<file path="config.mk">
export PLATFORM = sky130hd
export DESIGN_NAME = eipl_top
export DESIGN_NICKNAME = d
export VERILOG_FILES = /design/src/design/eipl_pkg.sv /design/src/design/eipl_top.sv
export SDC_FILE = /design/constraint.sdc
export NUM_CORES = 1
export LEC_CHECK = 0
export ABC_AREA = 1
export CORE_MARGIN = 1
export CORE_UTILIZATION = 62
export DETAILED_ROUTE_END_ITERATION = 6
export DONT_BUFFER_PORTS = 1
export GPL_TIMING_DRIVEN = 0
export PLACE_DENSITY = 0.78
export REMOVE_ABC_BUFFERS = 1
export SLEW_MARGIN = 25
export SYNTH_ARGS = -nofsm -noshare
export SYNTH_HDL_FRONTEND = slang
export SYNTH_SLANG_ARGS = --single-unit
</file>
<file path="constraint.sdc">
create_clock -name core_clk -period 2.77 [get_ports core_clk]
set_clock_uncertainty 0.15 [all_clocks]
set_input_delay 0.4155 -clock core_clk [delete_from_list [all_inputs] [get_ports core_clk]]
set_output_delay 0.4155 -clock core_clk [all_outputs]
set_load 0.05 [all_outputs]
</file>
<file path="src/design/eipl_pkg.sv">
// package: constants and carriers for the external interrupt pin latch
package eipl_pkg;
  // register offsets (byte addresses on the plain register port)
  localparam logic [7:0] STATUS_CONTROL_OFS = 8'h00;
  localparam logic [7:0] CONFIG_TWO_OFS = 8'h01;
  localparam logic [7:0] BREAK_FLAG_OFS = 8'h02;
  localparam logic [7:0] PORT_A_DATA_OFS = 8'h03;
  // status and control field positions
  localparam int PENDING_POS = 3;
  localparam int LATCH_CLEAR_POS = 2;
  localparam int MASK_POS = 1;
  localparam int SENSE_POS = 0;
  // config two field positions
  localparam int PIN_ENABLE_POS = 1;
  localparam int PULLUP_DIS_POS = 0;
  // break flag control field position
  localparam int BREAK_PERMIT_POS = 7;
  // port A line two position
  localparam int PORT_LINE_POS = 2;
  // reset values
  localparam logic RESET_MASK = 1'b0;
  localparam logic RESET_SENSE = 1'b0;
  localparam logic RESET_PIN_ENABLE = 1'b0;
  localparam logic RESET_PULLUP_DIS = 1'b0;
  localparam logic RESET_PERMIT = 1'b0;

  typedef struct packed {
    logic [7:0] addr;
    logic [7:0] wdata;
    logic wr;
    logic rd;
  } eipl_bus_type;
endpackage : eipl_pkg

</file>
<file path="src/design/eipl_top.sv">
// module: external interrupt pin latch with register port
//
// Strobed register access and the register addresses are this design's own decisions.
`timescale 1ns/1ps

module eipl_top (
  input wire logic core_clk,
  input wire logic reset_n,
  input wire logic [7:0] reg_addr,
  input wire logic [7:0] reg_wdata,
  input wire logic reg_wr,
  input wire logic reg_rd,
  output logic [7:0] reg_rdata,
  input wire logic irq_pin_n,
  input wire logic vector_fetch,
  input wire logic break_active,
  input wire logic port_a_line_two_in,
  output logic irq_request,
  output logic wake_request,
  output logic pin_level,
  output logic pin_function_enable,
  output logic pullup_enable
);

  // ---------------------------------------------------------------
  // register port
  // ---------------------------------------------------------------
  eipl_pkg::eipl_bus_type bus;
  assign bus.addr = reg_addr;
  assign bus.wdata = reg_wdata;
  assign bus.wr = reg_wr;
  assign bus.rd = reg_rd;

  logic sel_status;
  logic sel_config;
  logic sel_break;
  logic sel_port;
  assign sel_status = (bus.addr == eipl_pkg::STATUS_CONTROL_OFS);
  assign sel_config = (bus.addr == eipl_pkg::CONFIG_TWO_OFS);
  assign sel_break = (bus.addr == eipl_pkg::BREAK_FLAG_OFS);
  assign sel_port = (bus.addr == eipl_pkg::PORT_A_DATA_OFS);

  logic mask_r;
  logic sense_r;
  logic pin_en_r;
  logic pullup_dis_r;
  logic permit_r;
  logic latch_r;

  // ---------------------------------------------------------------
  // pin synchroniser and edge detect
  // ---------------------------------------------------------------
  logic sync1_r;
  logic sync2_r;
  logic prev_r;
  logic port_s1_r;
  logic port_s2_r;
  always_ff @(posedge core_clk) begin
    if (!reset_n) begin
      sync1_r <= 1'b1;
      sync2_r <= 1'b1;
      prev_r <= 1'b1;
      port_s1_r <= 1'b0;
      port_s2_r <= 1'b0;
    end else begin
      sync1_r <= irq_pin_n;
      sync2_r <= sync1_r;
      prev_r <= sync2_r;
      port_s1_r <= port_a_line_two_in;
      port_s2_r <= port_s1_r;
    end
  end

  logic fall_edge;
  assign fall_edge = prev_r & ~sync2_r;

  // ---------------------------------------------------------------
  // control registers
  // ---------------------------------------------------------------
  // control bits
  always_ff @(posedge core_clk) begin
    if (!reset_n) begin
      mask_r <= eipl_pkg::RESET_MASK;
      sense_r <= eipl_pkg::RESET_SENSE;
    end else if (bus.wr && sel_status) begin
      mask_r <= bus.wdata[eipl_pkg::MASK_POS];
      sense_r <= bus.wdata[eipl_pkg::SENSE_POS];
    end
  end

  always_ff @(posedge core_clk) begin
    if (!reset_n) begin
      pin_en_r <= eipl_pkg::RESET_PIN_ENABLE;
      pullup_dis_r <= eipl_pkg::RESET_PULLUP_DIS;
    end else if (bus.wr && sel_config) begin
      pin_en_r <= bus.wdata[eipl_pkg::PIN_ENABLE_POS];
      pullup_dis_r <= bus.wdata[eipl_pkg::PULLUP_DIS_POS];
    end
  end

  always_ff @(posedge core_clk) begin
    if (!reset_n) begin
      permit_r <= eipl_pkg::RESET_PERMIT;
    end else if (bus.wr && sel_break) begin
      permit_r <= bus.wdata[eipl_pkg::BREAK_PERMIT_POS];
    end
  end

  // ---------------------------------------------------------------
  // request latch
  // ---------------------------------------------------------------
  logic soft_ack;
  logic ack;
  logic ack_pend_r;
  assign soft_ack = bus.wr && sel_status &&
                    bus.wdata[eipl_pkg::LATCH_CLEAR_POS] &&
                    (!break_active || permit_r);
  assign ack = soft_ack | (vector_fetch & pin_en_r);

  // level mode: remembers an ack taken while pin still low
  // ack and pin high in either order
  always_ff @(posedge core_clk) begin
    if (!reset_n) begin
      ack_pend_r <= 1'b0;
    end else if (!pin_en_r || fall_edge || !latch_r) begin
      ack_pend_r <= 1'b0;
    end else if (ack && sense_r && !sync2_r) begin
      ack_pend_r <= 1'b1;
    end else if (sync2_r) begin
      ack_pend_r <= 1'b0;
    end
  end

  logic ack_done;
  assign ack_done = ack | ack_pend_r;

  // reset clears latch even if pin held low
  always_ff @(posedge core_clk) begin
    if (!reset_n) begin
      latch_r <= 1'b0;
    end else if (!pin_en_r) begin
      latch_r <= 1'b0;
    end else if (fall_edge) begin
      latch_r <= 1'b1;
    // edge mode: ack clears at once
    end else if (!sense_r && ack) begin
      latch_r <= 1'b0;
    // level mode: ack plus pin high
    end else if (sense_r && ack_done && sync2_r) begin
      latch_r <= 1'b0;
    end
  end

  // ---------------------------------------------------------------
  // outputs
  // ---------------------------------------------------------------
  // mask gates request and wake
  always_ff @(posedge core_clk) begin
    if (!reset_n) begin
      irq_request <= 1'b0;
      wake_request <= 1'b0;
      pin_level <= 1'b1;
      pin_function_enable <= 1'b0;
      // pull-up is connected out of reset
      pullup_enable <= 1'b1;
    end else begin
      irq_request <= latch_r & ~mask_r;
      wake_request <= latch_r & ~mask_r;
      // disabled pin looks high to branch logic
      pin_level <= pin_en_r ? sync2_r : 1'b1;
      pin_function_enable <= pin_en_r;
      // pull-up unless the disable bit is set
      pullup_enable <= ~pullup_dis_r;
    end
  end

  // unmapped addresses read zero
  always_ff @(posedge core_clk) begin
    if (!reset_n) begin
      reg_rdata <= 8'h00;
    end else if (!bus.rd) begin
      reg_rdata <= 8'h00;
    end else if (sel_status) begin
      reg_rdata <= {4'h0, latch_r, 1'b0, mask_r, sense_r};
    end else if (sel_config) begin
      reg_rdata <= {6'h00, pin_en_r, pullup_dis_r};
    end else if (sel_break) begin
      reg_rdata <= {permit_r, 7'h00};
    end else if (sel_port) begin
      // line two reads zero while owned
      reg_rdata <= {5'h00, port_s2_r & ~pin_en_r, 2'h0};
    end else begin
      reg_rdata <= 8'h00;
    end
  end

endmodule : eipl_top

</file>
---- Word-level counts from Yosys, hierarchy flattened ----
Index checks and enable logic that the tools add are counted.
cells by class
  equality and inequality tests ........... 3
  muxes and demuxes ....................... 9
  bitwise gates (word level) .............. 13
  reduce and logical (&&, ||, !) cells .... 27
operators with widths
  operator              count
  $eq A8 B2 Y1 const B  2
  $logic_and A1 B1 Y1   10
  $eq A8 B1 Y1 const B  1
  $logic_not A8 Y1      1
  $mux W4               2
  $mux W8               1
  $not A1 Y1            7
  $reduce_or A6 Y1      1
  $logic_not A1 Y1      5
  $mux W1               5
  $reduce_or A5 Y1      1
  $and A1 B1 Y1         4
  $reduce_and A2 Y1     2
  $reduce_or A4 Y1      1
  $logic_or A1 B1 Y1    3
  $mux W3               1
  $reduce_bool A3 Y1    1
  $or A1 B1 Y1          2
  $reduce_bool A2 Y1    1
  $reduce_or A2 Y1      1
word-level totals
  register bits after elaboration ......... 24
  bits of input ports ..................... 24
  output and inout bits ................... 13
  logic and storage cells ................. 72

---- Longest topological paths before layout ----
Gate-level depths: netlist of run 1.
  depth in word-level cells ............... 11
  gate-level depth with buffers ........... 8
  gate-level depth less buffers ........... 8

---- Least setup slack after synthesis of run 1 ----
Ideal clock, no wire load.
  path kind ............................... register to output
  start ................................... register wake_request
  end ..................................... output wake_request
  arrival time ............................ 894 ps
  required time ........................... 2204 ps
  slack ................................... 1310 ps
  cell stages (with the launch flop) ...... 2
  buffers on the path ..................... 1
  cells stage by stage .................... dfxtp_1 > buf_4
RTL lines
  what                    RTL line         source
  from (decl)             eipl_top.sv:19   output logic wake_request,
  from (signal assigned)  eipl_top.sv:168  wake_request <= latch_r & ~mask_r;
No word-level cell between the ends.

==> qor.yml, run 1 <==
synthesis:
  syn-cell-area_um2: 839.6
  ys_seq_area_share_pct: 50.07
  ys_ff_latch: 21
  syn_avg_cell_area_um2: 7.702
  synth_cells: 109
  ys_warn_count: 0
  post_synth_num_cell_types: 19
floorplanning:
  die_w_um: 38.80
  ios: 37
  core_area_um2: 1186
  num_rows: 12
  die_h_um: 38.80
  initial_utilization_pct: 70.78
  die_area_um2: 1505
global_route:
  grt_pass1_wl_mm: 2.277
  antenna_found_initial: 0
  grt_usage_pct: 23.59
  grt_pass1_vias: 575
  grt-ovfl-total: 0
  grt_max_degree: 12
critical_path:
  critPathMaxFanout: 2
  crit_cells: 0
  critPathCapture: "irq_request"
  regToRegEndpoint: "latch_r"
  reg2regPathDepth: 7
  cp.arrival_ns: 1.25
  rr_startpoint: "permit_r"
  endpoint_kind: "output pin"
  crit_path_start: "wake_request"
  worst-setup-path-type: "flop to output pin"
  worstPathRequired_ns: 2.20
  startpoint_type: "flop"
  reg2reg_slack_ns: 1.56
placed_design:
  placed_area_um2: 824.5
  portBuffers: 0
  hpwl_mm: 1.043
  dp_slack_ns: 1.289
  dp.cells: 119
  gp_congestion: 0.7722
sta:
  max-slew-margin-rel_pct: 37.97
  finalSetupViolations: 0
  period_needed_ns: 1.816
  setup_tns_ns: 0
  slew_viol_final: 0
  post-route-period-util_pct: 65.54
  fin_ws_ns: 0.9545
  fmax_ghz: 0.5508
  finalHoldViolations: 0
  rsz0062_at_grt: "false"
  worst_hold_slack_ns: 0.02435
  worst_pin_slew_ns: 0.9292
final_layout:
  final_common_cell: "nand2_1"
  area.growth.synth_to_final_pct: 1.341
  final_util_pct: 71.73
  fillers: 102
  drive_gt1_share_pct: 11.93
  top_register: "reg_rdata"
  design_area_um2: 850.8
  nets: 134
  mostFrequentLayoutCells: "29 x nand2_1, 21 x dfxtp_1, 11 x inv_1, 9 x nor2_1, 9 x nand3_1"
  final_cells: 123
  largest_register_ffs: 5
  insertedDiodeCount: 0
clock_network:
  htreeDepth: 1
  cts_buffer_depth: 2
  hold_buffers: 0
  cts-root-buf: "clkbuf_4"
  cts_tree: "built"
  post_cts_resized: 0
  clk_pin_slew_ns: 0.11
  clock-sinks: 21
  post_cts_buffers: 0
  cts_made_buffers: 3
  insertion_delay_ns: 0.30
power_and_ir_drop:
  vdd_drop_max_v: 0.0004582
  p_total_mw: 0.4742
  power_leakage_nw: 0.3204
  power.density_nw_per_um2: 557.3
routing:
  ant_nets: 0
  drtIter0Drc: 11
  wl_mm: 1.377
  first_pass_iters: 5
  post_drt_wl_per_cell_um: 11.20
  via_count: 639
  drc: 0
  vias_per_cell: 5.195
status:
  run_status: "finished clean"
worst_hold_path:
  hp-class: "input pin to flop"
job:
  max_cap_viol_count: 0
[report_power, final]
group | switching [mW] | internal [mW] | total [mW] | leakage [nW]
Sequential | 0.00136 | 0.305 | 0.306 | 0.170
Clock | 0.0887 | 0.0562 | 0.145 | 0.0150
Combinational | 0.0175 | 0.00544 | 0.0229 | 0.135
[area by class of cell]
class | instances | area, µm² | share of cell area [%]
sequential | 21 | 420.4 | 49.41
multi-input combinational | 73 | 345.3 | 40.59
tap | 14 | 17.52 | 2.059
inverter | 11 | 41.29 | 4.853
clock buffer | 4 | 26.28 | 3.088
[routing by layer]
| layer | wire length (µm) | track usage, % | vias up |
|---|---|---|---|
| li1 | - | - | 332 |
| met1 | 639 | 24.47 | 277 |
| met2 | 653 | 40.00 | 30 |
| met3 | 83 | 9.249 | 0 |
| met4 | 0 | 12.93 | 0 |
| met5 | 0 | 0 | - |
[kinds of logic after synthesis]
kind of cell	share of synthesized area [%]
simple gates	32.49
other cells	0.4467
compound gates	7.303
flops	50.07
buf+inv	9.686
[cells in the mapped netlist]
cell      number  share of area [%]
nor2_1         9                4.0
inv_1         11                4.9
a21oi_2        1                1.0
or2_2          2                1.5
buf_4          4                3.6
nor3_1         3                1.8
o21ai_0        1               0.60
nor2_2         2                1.5
buf_2          1               0.60
nand3_2        1                1.2
clkbuf_2       1               0.60
dfxtp_1       21                 50
conb_1         1               0.45
nand2_2        2                1.5
nor2_4         2                2.7
a21oi_1        8                4.8
nand3_1        9                5.4
a21boi_0       1               0.89
nand2_1       29                 13
[worst min path at each step]
stage,from,to,cells past startpoint
4_1_cts,reset_n,prev_r,1
5_1_grt,reset_n,prev_r,1
2_1_floorplan,pullup_dis_r,pullup_enable,1
6_report,reset_n,pullup_enable,1
3_5_place_dp,pullup_dis_r,pullup_enable,1
3_3_place_gp,pullup_dis_r,pullup_enable,1
Power figures use the tool's default switching activity.
==> run 2, diff against run 1 <==
ABC_AREA = 0   (was 1)
CORE_UTILIZATION = 57   (was 62)
PLACE_DENSITY = 0.72   (was 0.78)
clock period = 1.7 ns   (was 2.77 ns; I/O delays follow)
==> run 2 against run 1 <==
  * Via count fell by 11%
  * Clock power rose by 61%
  * Sequential power rose by 63%
  * Synthesized cell count fell by 28%
  * Utilization rose by 0.81 points
  * Non-clock buffer count rose by 13
  * Sequential share of layout area fell by 4.3 points
  * Routed wire length fell by 3.2%
  * Synthesized area fell by 6.6%
  * Worst setup slack got worse by 0.91 ns
  * Critical endpoint is now wake_request
==> qor.yml, run 2 <==
routing:
  vias_per_cell: 5.336  # was 5.195
  first_pass_iters: 4  # was 5
  post_drt_wl_per_cell_um: 12.46  # was 11.20 µm
  ant_nets: 0  # unchanged
  wl_mm: 1.333  # was 1.377 mm
  drc: 0  # unchanged
  via_count: 571  # was 639
  drtIter0Drc: 13  # was 11
floorplanning:
  core_area_um2: 1285  # was 1186 µm²
  num_rows: 13  # was 12
  initial_utilization_pct: 61.05  # was 70.78%
  die_w_um: 39.10  # was 38.80 µm
  die_h_um: 39.10  # was 38.80 µm
  ios: 37  # unchanged
  die_area_um2: 1529  # was 1505 µm²
sta:
  rsz0062_at_grt: "false"  # unchanged
  post-route-period-util_pct: 97.10
  worst_pin_slew_ns: 0.9264  # was 0.9292 ns
  fin_ws_ns: 0.04928  # was 0.9545 ns
  slew_viol_final: 0  # unchanged
  period_needed_ns: 1.651
  fmax_ghz: 0.6058
  setup_tns_ns: 0  # unchanged
  worst_hold_slack_ns: 0.007030  # was 0.02435 ns
  max-slew-margin-rel_pct: 38.16  # was 37.97%
  finalHoldViolations: 0  # unchanged
  finalSetupViolations: 0  # unchanged
placed_design:
  portBuffers: 0  # unchanged
  hpwl_um: 896.2  # was 1.043 mm
  dp.cells: 90  # was 119
  gp_congestion: 0.7336  # was 0.7722
  dp_slack_ns: 0.2455  # was 1.289 ns
  placed_area_um2: 773.2  # was 824.5 µm²
synthesis:
  ys.flop_type: "dfxtp_1"  # unchanged
  syn-cell-area_um2: 784.5  # was 839.6 µm²
  synth_top_area_share_pct: 53.59  # was 50.07%
  async_flop_share_pct: 0  # unchanged
  synth.most_common_cell: "dfxtp_1"  # was nand2_1
  post_synth_num_cell_types: 25  # was 19
  synth_commonest_cells: "21 x dfxtp_1, 9 x nand2_1, 5 x nand2b_1, 5 x nand3_1"  # was 29 x nand2_1, 21 x dfxtp_1, 11 x inv_1, 9 x nand3_1, 9 x nor2_1
  synth-edff-count: 0  # unchanged
  ys_ff_latch: 21  # unchanged
  ys_warn_count: 0  # unchanged
  syn_avg_cell_area_um2: 9.930  # was 7.702 µm²
  synth_largest_area_cell: "dfxtp_1"  # unchanged
  synth_cells: 79  # was 109
  netlist_top_cells_area: "dfxtp_1 54%, mux2i_1 5.1%, nand2_1 4.3%, nand2b_1 4.0%, buf_4 3.8%"  # was dfxtp_1 50%, nand2_1 13%, nand3_1 5.4%, inv_1 4.9%, a21oi_1 4.8%
  ys_seq_area_share_pct: 53.59  # was 50.07%
clock_network:
  cts_tree: "built"  # unchanged
  post_cts_buffers: 0  # unchanged
  cts-root-buf: "clkbuf_4"  # unchanged
  htreeDepth: 1  # unchanged
  insertion_delay_ns: 0.30  # about the same
  cts_made_buffers: 3  # unchanged
  cts_buffer_depth: 2  # unchanged
  clk_pin_slew_ns: 0.11  # about the same
  clock-sinks: 21  # unchanged
final_layout:
  final_util_pct: 72.54  # was 71.73%
  final_cells: 107  # was 123
  largest_register_ffs: 5  # unchanged
  insertedDiodeCount: 0  # unchanged
  top_register: "reg_rdata"  # unchanged
  design_area_um2: 932.1  # was 850.8 µm²
  area.growth.synth_to_final_pct: 18.82  # was 1.341%
  final_common_cell: "dfxtp_1"  # was nand2_1
  mostFrequentLayoutCells: "21 x dfxtp_1, 12 x dlygate4sd3_1, 9 x nand2_1, 5 x nand2b_1, 5 x nand3_1"  # was 29 x nand2_1, 21 x dfxtp_1, 11 x inv_1, 9 x nor2_1, 9 x nand3_1
  drive_gt1_share_pct: 8.696  # was 11.93%
  nets: 117  # was 134
critical_path:
  rr_startpoint: "pin_en_r"  # was permit_r
  worst-setup-path-type: "flop to output pin"  # unchanged
  cp.arrival_ns: 1.25  # about the same
  startpoint_type: "flop"  # unchanged
  worstPathRequired_ns: 1.29  # was 2.20 ns
  crit_path_start: "wake_request"  # unchanged
  critPathMaxFanout: 2  # unchanged
  endpoint_kind: "output pin"  # unchanged
power_and_ir_drop:
  vdd_drop_max_v: 0.0004813  # was 0.0004582 V
  power_leakage_nw: 0.3786  # was 0.3204 nW
  p_total_mw: 0.7835  # was 0.4742 mW
  power.density_nw_per_um2: 840.6  # was 557.3 nW/µm²
global_route:
  grt_pass1_wl_mm: 1.987  # was 2.277 mm
  grt_max_degree: 12  # unchanged
  grt_pass1_vias: 507  # was 575
  grt_usage_pct: 20.38  # was 23.59%
  grt-ovfl-total: 0  # unchanged
  antenna_found_initial: 0  # unchanged
worst_hold_path:
  hp-class: "input pin to flop"  # unchanged
  hp-start: "reg_addr[2]"  # was reset_n
status:
  run_status: "finished clean"  # unchanged
job:
  max_cap_viol_count: 0  # unchanged
[run 2: cell count changes in the layout (fill, tap and decap cells not counted), moves of 4 or more]
| cell | previous run | this run |
|---|---|---|
| inv_1 | 11 | 1 |
| mux2i_1 | 0 | 4 |
| a21oi_1 | 8 | 1 |
| dlygate4sd3_1 | 0 | 12 |
| nand3_1 | 9 | 5 |
| nand2b_1 | 0 | 5 |
| nand2_1 | 29 | 9 |
| nor2_1 | 9 | 4 |
[run 2: path summary, 6_finish.rpt]
check	cells past startpoint	slack (ns)	end
worst max-delay path	0	0.05	wake_request
worst min-delay path	3	0.007	reg_rdata[2]
worst max register to register	4	0.29	ack_pend_r
worst min register to register	2	0.30	reg_rdata[2]
[run 2: tightest hold or removal path: stages]
cell and delay [ns]:
nor2_1 0.04, nand3_2 0.08, nor3_1 0.05
[run 2: power breakdown]
part / total (mW) / internal, mW / switching [mW]
Clock: 0.234 / 0.0915 / 0.142
Combinational: 0.0511 / 0.0225 / 0.0286
Sequential: 0.499 / 0.497 / 0.00182
Total: 0.784 / 0.611 / 0.173
[run 2: cell type report]
type	count	area (µm²)
Clock buffer	4	26.28
Tap cell	15	18.77
Fill cell	89	352.8
Timing Repair Buffer	13	132.6
Multi-Input combinational cell	53	330.3
Inverter	1	3.754
Sequential cell	21	420.4
[run 2: layer usage]
layer	vias up	global-route usage (%)	routed length, µm
li1	288	-	-
met4	0	10.34	29
met2	19	36.25	662
met1	260	20.35	589
met3	4	7.514	52
met5	-	0	0
[run 2: cells by family (layout without fill, tap and decap cells)]
| group | count (synthesis) | count (layout) | share of synthesized area (%) |
|---|---|---|---|
| other cells | 1 | 3 | 0.4780 |
| buf+inv | 7 | 18 | 5.263 |
| mux | 4 | 4 | 5.104 |
| compound gates | 6 | 6 | 4.784 |
| simple gates | 40 | 40 | 30.78 |
| flops | 21 | 21 | 53.59 |
[run 2: repair_timing]
item	CTS	global route
resized for setup	0	1
hold buffers	13	0
hold endpoints to repair	18	0
setup endpoints to repair	0	1
